[src/owdt_params.svh]
// owdt register map, field positions, reset values and counts
// assumes: included by owdt_pkg and owdt_top; definitions only
`ifndef OWDT_PARAMS_SVH
`define OWDT_PARAMS_SVH

`define OWDT_OFF_SYSTEM_CONTROL_STATUS    8'h00
`define OWDT_OFF_CNT     8'h04
`define OWDT_OFF_KEY     8'h08
`define OWDT_OFF_CTRL    8'h0c

`define OWDT_SC_UNLOCK   0
`define OWDT_SC_MODE     1
`define OWDT_SC_IRQST    2

`define OWDT_CR_PS_LO    0
`define OWDT_CR_CHK_LO   3
`define OWDT_CR_OFF      6
`define OWDT_CR_FLAG     7

`define OWDT_RST_PS      3'h0
`define OWDT_RST_MODE    1'b0
`define OWDT_RST_UNLOCK  1'b1
`define OWDT_RST_OFF     1'b0

`define OWDT_CHK_GOOD    3'h5
`define OWDT_KEY_ARM     8'h55
`define OWDT_KEY_FIRE    8'haa

`define OWDT_PULSE_CYC   512
`define OWDT_BASE_DIV    512

`endif

[src/owdt_pkg.sv]
// owdt types shared by the top and its bench
// assumes: owdt_params.svh sits in the include path
`include "owdt_params.svh"

package owdt_pkg;

    // output pulse state
    typedef enum logic [1:0] {
        PL_IDLE,
        PL_RESET,
        PL_IRQ
    } owdt_pulse_e;

    // power and debug conditions from the system
    typedef struct packed {
        logic halt;      // oscillator stopped
        logic cpu_susp;  // cpu halted by debugger
        logic rt_step;   // real-time single step
        logic run_free;  // run-free or real-time run-free
    } owdt_cond_s;

endpackage

[src/owdt_top.sv]
// owdt_top: oscillator-driven watchdog with apb registers
// assumes: osc_en is one pulse per oscillator cycle, synchronous to clk;
// assumes: wdog_reset_out_n is combined into the device reset outside.
//
// The register offsets and the APB register port were decided locally.
`timescale 1ns/10ps
`default_nettype none
`include "owdt_params.svh"

module owdt_top #(
    parameter int CNT_W     = 8,
    parameter int PULSE_CYC = `OWDT_PULSE_CYC
) (
    input  wire logic               clk,              // system clock, 40 MHz
    input  wire logic               rst_n,            // async reset, low
    input  wire logic               osc_en,           // oscillator cycle strobe
    input  wire owdt_pkg::owdt_cond_s cond,           // power/debug state
    input  wire logic               psel,             // apb select
    input  wire logic               penable,          // apb enable
    input  wire logic               pwrite,           // apb direction
    input  wire logic [7:0]         paddr,            // apb byte address
    input  wire logic [31:0]        pwdata,           // apb write data
    output logic [31:0]             prdata,           // apb read data
    output logic                    pready,           // apb ready
    output logic                    pslverr,          // apb error
    output logic                    wdog_reset_out_n, // reset request, low
    output logic                    wdog_irq_n,       // interrupt, low
    output logic                    wake_irq          // one-cycle wake strobe
);

    initial begin
        if (CNT_W < 2 || CNT_W > 16 || PULSE_CYC < 2 || PULSE_CYC > 1024)
            $error("owdt_top: unsupported CNT_W or PULSE_CYC");
    end

    localparam logic [9:0] PULSE_LAST = 10'(PULSE_CYC - 1);
    localparam logic [8:0] BASE_LAST  = 9'(`OWDT_BASE_DIV - 1);

    logic [CNT_W-1:0]     count_value_r;
    logic [8:0]           base_div_r;
    logic [5:0]           sub_div_r;
    logic [9:0]           pulse_cnt_r;
    owdt_pkg::owdt_pulse_e pulse_r;
    logic                 irq_mode_select_r;
    logic                 disable_unlock_r;
    logic                 wdog_off_bit_r;
    logic                 reset_source_flag_r;
    logic [2:0]           tick_prescale_r;
    logic                 key_armed_r;
    logic                 irq_s1_r;
    logic                 irq_state_bit_r;
    logic                 irq_n_d_r;
    logic [31:0]          prdata_nxt;
    logic                 dec_ok;

    // apb decode; writes land on the access cycle where pready is high
    wire acc    = psel & penable & pready;
    wire wr     = acc & pwrite & dec_ok;
    wire wr_sc  = wr & (paddr == `OWDT_OFF_SYSTEM_CONTROL_STATUS);
    wire wr_key = wr & (paddr == `OWDT_OFF_KEY);
    wire wr_cr  = wr & (paddr == `OWDT_OFF_CTRL);
    wire [7:0] key_byte = pwdata[7:0];
    wire [2:0] chk_in   = pwdata[`OWDT_CR_CHK_LO +: 3];

    // counter clock gating: halt kills the oscillator, debug freezes it
    wire run_ok = osc_en & ~cond.halt & ~cond.cpu_susp & ~cond.rt_step;
    // run-free debug leaves run_ok untouched, standby never gates it
    wire base_wrap = run_ok & (base_div_r == BASE_LAST);

    // divide-by mask: codes 0 and 1 both give 1, then powers of two
    logic [5:0] sub_mask;
    always_comb begin
        sub_mask = 6'h00;
        if (tick_prescale_r > 3'h1)
            sub_mask = 6'((7'h01 << (tick_prescale_r - 3'h1)) - 7'h01);
    end
    wire wd_tick = base_wrap & ((sub_div_r & sub_mask) == sub_mask);

    wire key_clear = wr_key & key_armed_r & (key_byte == `OWDT_KEY_FIRE);
    wire overflow  = wd_tick & ~wdog_off_bit_r & (&count_value_r);
    wire bad_chk   = wr_cr & ~wdog_off_bit_r & (chk_in != `OWDT_CHK_GOOD);
    wire timeout   = overflow | bad_chk;
    // leaving interrupt mode during an active irq forces a reset
    wire mode_drop = wr_sc & ~pwdata[`OWDT_SC_MODE] & (pulse_r == owdt_pkg::PL_IRQ);

    // prescaler chain runs off oscillator strobes
    always_ff @(posedge clk or negedge rst_n) begin
        if (!rst_n) begin
            base_div_r <= 9'h000;
            sub_div_r  <= 6'h00;
        end else if (run_ok) begin
            base_div_r <= (base_div_r == BASE_LAST) ? 9'h000 : base_div_r + 9'h001;
            if (base_wrap)
                sub_div_r <= sub_div_r + 6'h01;
        end
    end

    // watchdog counter; disabled watchdog holds it at zero
    always_ff @(posedge clk or negedge rst_n) begin
        if (!rst_n)
            count_value_r <= '0;
        else if (key_clear || wdog_off_bit_r)
            count_value_r <= '0;
        else if (wd_tick)
            count_value_r <= count_value_r + 1'b1;
    end

    // key sequencer: 0x55 arms, 0xaa fires once, anything else disarms
    always_ff @(posedge clk or negedge rst_n) begin
        if (!rst_n)
            key_armed_r <= 1'b0;
        else if (wr_key) begin
            if (key_byte == `OWDT_KEY_ARM)
                key_armed_r <= 1'b1;
            else
                key_armed_r <= 1'b0;
        end
    end

    // system control bits
    always_ff @(posedge clk or negedge rst_n) begin
        if (!rst_n) begin
            irq_mode_select_r <= `OWDT_RST_MODE;
            disable_unlock_r  <= `OWDT_RST_UNLOCK;
        end else if (wr_sc) begin
            irq_mode_select_r <= pwdata[`OWDT_SC_MODE];
            if (pwdata[`OWDT_SC_UNLOCK])
                disable_unlock_r <= 1'b0;
        end
    end

    // control register; check field is never stored
    always_ff @(posedge clk or negedge rst_n) begin
        if (!rst_n) begin
            wdog_off_bit_r  <= `OWDT_RST_OFF;
            tick_prescale_r <= `OWDT_RST_PS;
        end else if (wr_cr) begin
            tick_prescale_r <= pwdata[`OWDT_CR_PS_LO +: 3];
            if (disable_unlock_r)
                wdog_off_bit_r <= pwdata[`OWDT_CR_OFF];
        end
    end

    // reset-source flag: our own reset request sets it, set beats clear
    always_ff @(posedge clk or negedge rst_n) begin
        if (!rst_n)
            reset_source_flag_r <= 1'b0;
        else if (pulse_r == owdt_pkg::PL_RESET)
            reset_source_flag_r <= 1'b1;
        else if (wr_cr && pwdata[`OWDT_CR_FLAG])
            reset_source_flag_r <= 1'b0;
    end

    // output pulse, timed in oscillator cycles; it runs even when the
    // counter is frozen by debug, since it is already committed
    always_ff @(posedge clk or negedge rst_n) begin
        if (!rst_n) begin
            pulse_r     <= owdt_pkg::PL_IDLE;
            pulse_cnt_r <= 10'h000;
        end else if (mode_drop) begin
            pulse_r     <= owdt_pkg::PL_RESET;
            pulse_cnt_r <= 10'h000;
        end else if (pulse_r == owdt_pkg::PL_IDLE) begin
            if (timeout) begin
                pulse_r     <= irq_mode_select_r ? owdt_pkg::PL_IRQ
                                                 : owdt_pkg::PL_RESET;
                pulse_cnt_r <= 10'h000;
            end
        end else if (osc_en && !cond.halt) begin
            if (pulse_cnt_r == PULSE_LAST)
                pulse_r <= owdt_pkg::PL_IDLE;
            pulse_cnt_r <= pulse_cnt_r + 10'h001;
        end
    end

    // pin outputs, one register stage each
    always_ff @(posedge clk or negedge rst_n) begin
        if (!rst_n) begin
            wdog_reset_out_n <= 1'b1;
            wdog_irq_n       <= 1'b1;
        end else begin
            wdog_reset_out_n <= ~(pulse_r == owdt_pkg::PL_RESET);
            wdog_irq_n       <= ~(pulse_r == owdt_pkg::PL_IRQ);
        end
    end

    // wake strobe on the falling edge only; also feeds the power unit
    always_ff @(posedge clk or negedge rst_n) begin
        if (!rst_n) begin
            irq_n_d_r <= 1'b1;
            wake_irq  <= 1'b0;
        end else begin
            irq_n_d_r <= wdog_irq_n;
            wake_irq  <= irq_n_d_r & ~wdog_irq_n;
        end
    end

    // two-stage sync of the irq level into the status bit
    always_ff @(posedge clk or negedge rst_n) begin
        if (!rst_n) begin
            irq_s1_r        <= 1'b1;
            irq_state_bit_r <= 1'b1;
        end else begin
            irq_s1_r        <= wdog_irq_n;
            irq_state_bit_r <= irq_s1_r;
        end
    end

    // read mux; key reads mirror the control register
    always_comb begin
        prdata_nxt = 32'h0000_0000;
        dec_ok     = 1'b1;
        unique case (paddr)
            `OWDT_OFF_SYSTEM_CONTROL_STATUS: begin
                prdata_nxt[`OWDT_SC_IRQST]  = irq_state_bit_r;
                prdata_nxt[`OWDT_SC_MODE]   = irq_mode_select_r;
                prdata_nxt[`OWDT_SC_UNLOCK] = disable_unlock_r;
            end
            `OWDT_OFF_CNT:
                prdata_nxt[CNT_W-1:0] = count_value_r;
            `OWDT_OFF_KEY, `OWDT_OFF_CTRL: begin
                prdata_nxt[`OWDT_CR_FLAG]         = reset_source_flag_r;
                prdata_nxt[`OWDT_CR_OFF]          = wdog_off_bit_r;
                prdata_nxt[`OWDT_CR_PS_LO +: 3]   = tick_prescale_r;
            end
            default:
                dec_ok = 1'b0;
        endcase
    end

    // apb slave: fixed one-cycle access phase
    always_ff @(posedge clk or negedge rst_n) begin
        if (!rst_n) begin
            pready  <= 1'b0;
            pslverr <= 1'b0;
            prdata  <= 32'h0000_0000;
        end else begin
            pready  <= psel & ~penable & ~pready;
            pslverr <= psel & ~penable & ~pready & ~dec_ok;
            if (psel && !penable && !pwrite)
                prdata <= prdata_nxt;
        end
    end
endmodule
`default_nettype wire
[config.mk]
export PLATFORM = sky130hd
export DESIGN_NAME = owdt_top
export DESIGN_NICKNAME = d
export VERILOG_FILES = /design/src/owdt_pkg.sv /design/src/owdt_top.sv
export VERILOG_INCLUDE_DIRS = /design/src
export SDC_FILE = /design/constraint.sdc
export NUM_CORES = 1
export LEC_CHECK = 0
export BUFFER_PORTS_ARGS = -buffer_cell sky130_fd_sc_hd__buf_2
export CAP_MARGIN = 20
export CORE_UTILIZATION = 48
export CTS_CLUSTER_SIZE = 30
export DETAILED_ROUTE_END_ITERATION = 8
export GPL_ROUTABILITY_DRIVEN = 0
export PLACE_DENSITY = 0.77
export SLEW_MARGIN = 20
export SYNTH_ARGS = -nofsm -noshare
export SYNTH_HDL_FRONTEND = slang
export SYNTH_SLANG_ARGS = --single-unit
[constraint.sdc]
create_clock -name clk -period 2.6 [get_ports clk]
set_input_delay 0.26 -clock clk [delete_from_list [all_inputs] [get_ports clk]]
set_output_delay 0.26 -clock clk [all_outputs]
set_load 0.01 [all_outputs]
==> impl_results.rst <==
.. list-table::
   :header-rows: 1

   * - Metric
     - Value
   * - Global-route wire length before repair
     - 11.16 mm
   * - Remaining Overflow, GRT
     - 0
   * - Initial core utilization
     - 50.20%
   * - Power density over the cells
     - 528.3 mW/mm2
   * - Unique masters post-synth
     - 54
   * - Largest net degree at the start of global routing
     - 25
   * - Leak
     - 1.821 nW
   * - Post-place instance area
     - 0.003533 mm2
   * - Max Clock Skew
     - 0.005194 ns
   * - Synthesis Warnings
     - 0
   * - Worst-case vdd ir drop
     - 0.3678 mV
   * - EDFF count, synth
     - 0
   * - Via Count
     - 2605
   * - Max Clk Rate
     - 0.4040 GHz
   * - Io pins
     - 87
   * - Final HPWL from detailed placement
     - 4.807 mm
   * - Min-Delay Path Class
     - in -> reg
   * - Maximum fanout encountered on the critical timing path
     - 12
   * - Diodes inserted
     - 0
   * - Aggregate negative setup slack
     - 0 ns
   * - Most frequent cells in the layout
     - dfrtp_1, buf_2, nand2_1
   * - Area growth, synth to finish
     - 17.31%
   * - Via density per instance
     - 5.519
   * - Combined area of all synthesized cells
     - 0.003224 mm2
   * - Net count of the finished layout
     - 451
   * - Total Die Area
     - 0.007049 mm2
   * - Number of placed instances, taps included
     - 455
   * - CTS tree
     - built
   * - Crit path DAT
     - 2.75 ns
   * - Remaining antenna violation count after routing
     - 0
   * - Initial DRC Count
     - 150
   * - Via count of the first global-routing pass
     - 2444
   * - Run status
     - finished with violations
   * - Part of the Yosys area used for sequential elements
     - 45.21%
   * - Data required time at the worst endpoint
     - 2.87 ns
   * - Leading post-synthesis cells by cell area
     - dfrtp_1, buf_4, dfstp_2
   * - Root Buffer Master
     - clkbuf_8
   * - Worst-skew pair later-pin latency
     - 0.34 ns
   * - Crit path capture type
     - register
   * - Number of setup violations in the final report
     - 0
   * - Most common cell after layout, fill and taps aside
     - dfrtp_1
   * - Proportion of netlist area held by the largest area contributor
     - 41.13%
   * - Final Hold Fails
     - 0
   * - Multi-input gate area
     - 0.001624 mm2
   * - Start-to-end type of the worst setup path
     - reg -> reg
   * - Clock buffers created by TritonCTS
     - 9
   * - Final Critical Period
     - 2.475 ns
   * - Power after layout
     - 0.001998 W
   * - Die width
     - 83.96 um
   * - Die outline height
     - 83.96 um
   * - DR pass1 iterations
     - 6
   * - Share of post-route cells with drive strength above 1
     - 23.04%
   * - Clock H-tree levels
     - 3
   * - Post-route fraction of the period consumed by the critical path
     - 95.20%
   * - Final design utilization
     - 58.89%
   * - Number of placement rows
     - 29
   * - Violated checks
     - DRC
   * - Antenna violations before repair
     - 0
   * - Number of clock sinks seen by CTS
     - 58
   * - Syn_area_per_cell
     - 9.683 um2
   * - Yosys top cell by area
     - dfrtp_1
   * - Quantity of I/O buffers inserted on ports
     - 37
   * - Worst-Margin Slew
     - 0.5137 ns
   * - Number of slew-limit violations in the final report
     - 0
   * - Post-layout instance count excluding filler cells
     - 472
   * - Area used by sequential logic in the layout
     - 0.001458 mm2
   * - Filler cell count
     - 532
   * - Maximum buffer depth of the clock tree
     - 2
   * - Remaining DRCs
     - 8
   * - CP startpoint kind
     - register
   * - Average wire per standard cell
     - 13.90 um
   * - Setup repair after global routing missed its margin
     - no
   * - Synth Flop Type
     - dfrtp_1
   * - All-Layer GR Usage
     - 20.30%
   * - Seq cells post-synth
     - 58
   * - Worst slew margin
     - 65.68%
   * - Area of the core
     - 0.006422 mm2
   * - Cell area after layout
     - 0.003782 mm2
   * - Share of synthesized registers carrying an async set or reset
     - 100.0%
   * - Number of instances in the synthesized netlist
     - 333
   * - Clock slew seen by the registers of the worst setup and hold paths
     - 0.06 ns
   * - Final wirelength
     - 6.560 mm
   * - Max-cap violation count
     - 0
## registers in the layout (all words and copies together) (netlist names), 2 cells and up
register / cells
prdata: 8
tick_prescale_r: 3
base_div_r: 9
pulse_r: 2
sub_div_r: 6
count_value_r: 8
pulse_cnt_r: 10
## critical path, stage by stage (launching register included)
cell and delay (ns):
dfrtp_1 0.35, ha_1 0.17, and3_1 0.18, and3_1 0.16, ha_2 0.19, nor4b_4 0.24, nand2_1 0.11, or4_4 0.54
o21ai_4 0.16, buf_12 0.15, a32o_1 0.16
## cell usage after synthesis, types with 2 or more instances
cell and n:
nand2_1 33, or4_1 7, buf_4 24, a221oi_1 2, a31oi_1 10, inv_1 8
dfrtp_1 53, a21oi_1 20, mux2_2 5, dfstp_2 5, nor2_1 21, xnor2_1 6
clkbuf_1 8, nor3_1 4, and2_1 3, xor2_1 5, mux2i_1 5, nor4bb_1 2
a21boi_0 3, o31ai_1 6, nor2b_1 4, nand4_1 5, or3_1 3, a211o_1 2
and4_1 3, o21ai_0 15, and3_1 11, o21a_1 2, nand2b_1 10, nand3_1 14
nand3b_1 2, ha_1 10
## per-layer routing
| layer | GRT usage [%] | vias to the layer above | share of wire [%] |
|---|---|---|---|
| li1 | - | 1265 | - |
| met1 | 25.64 | 1266 | 46 |
| met2 | 32.12 | 66 | 49 |
| met3 | 6.034 | 8 | 3.5 |
| met4 | 9.248 | 0 | 1.6 |
| met5 | 0 | - | 0 |
## metrics by stage
| step | setup WS, ns | hold WS, ns |
|---|---|---|
| 2_1_floorplan | 0.1216 | -0.03559 |
| 3_3_place_gp | -0.007174 | 0.1643 |
| 3_5_place_dp | 0.001723 | 0.1754 |
| 4_1_cts | 0.03168 | 0.1209 |
| 5_1_grt | 0.009997 | 0.1246 |
| 6_report | 0.1247 | 0.1436 |
## power breakdown
group          internal, W  leakage (nW)  switching (W)
registers         0.000935         0.756      0.0000208
logic            0.0000812         0.960       0.000104
clock network     0.000514         0.106       0.000343
## final timing paths
check / slack [ns] / start / cells past startpoint / endpoint
max: 0.12 / base_div_r[0] / 10 / pulse_r[1]
min: 0.14 / pwdata[0] / 2 / disable_unlock_r
max reg2reg: 0.12 / base_div_r[0] / 10 / pulse_r[1]
min reg2reg: 0.37 / irq_s1_r / 0 / irq_state_bit_r
max in group asynchronous: 1.55 / rst_n / 3 / disable_unlock_r
min in group asynchronous: 0.41 / rst_n / 2 / prdata[0]
## cells by family after synthesis
group,synth area share [%]
other,0.1163
buffers and inverters,7.955
muxes,3.298
adders and majority gates,3.880
AOI/OAI and AO/OA,14.36
and+or+nand+nor,22.20
xor gates and xnor gates,2.988
DFF,45.21
## repair_timing
item | CTS | global route
hold buffers | 1 | 0
endpoints found under the setup margin | 10 | 12
setup buffers | 0 | 1
endpoints found under the hold margin | 13 | 0
pin swaps | 0 | 2
gates resized for setup | 1 | 4
## layout make-up
class	instances	share of cell area [%]
Tap cell	77	2.547
Multi-Input combinational cell	256	42.94
Timing Repair Buffer	58	9.792
Sequential cell	58	38.54
Clock buffer	13	4.466
Inverter	8	0.7939
Clock inverter	2	0.9262
Power figures use the tool's default switching activity.
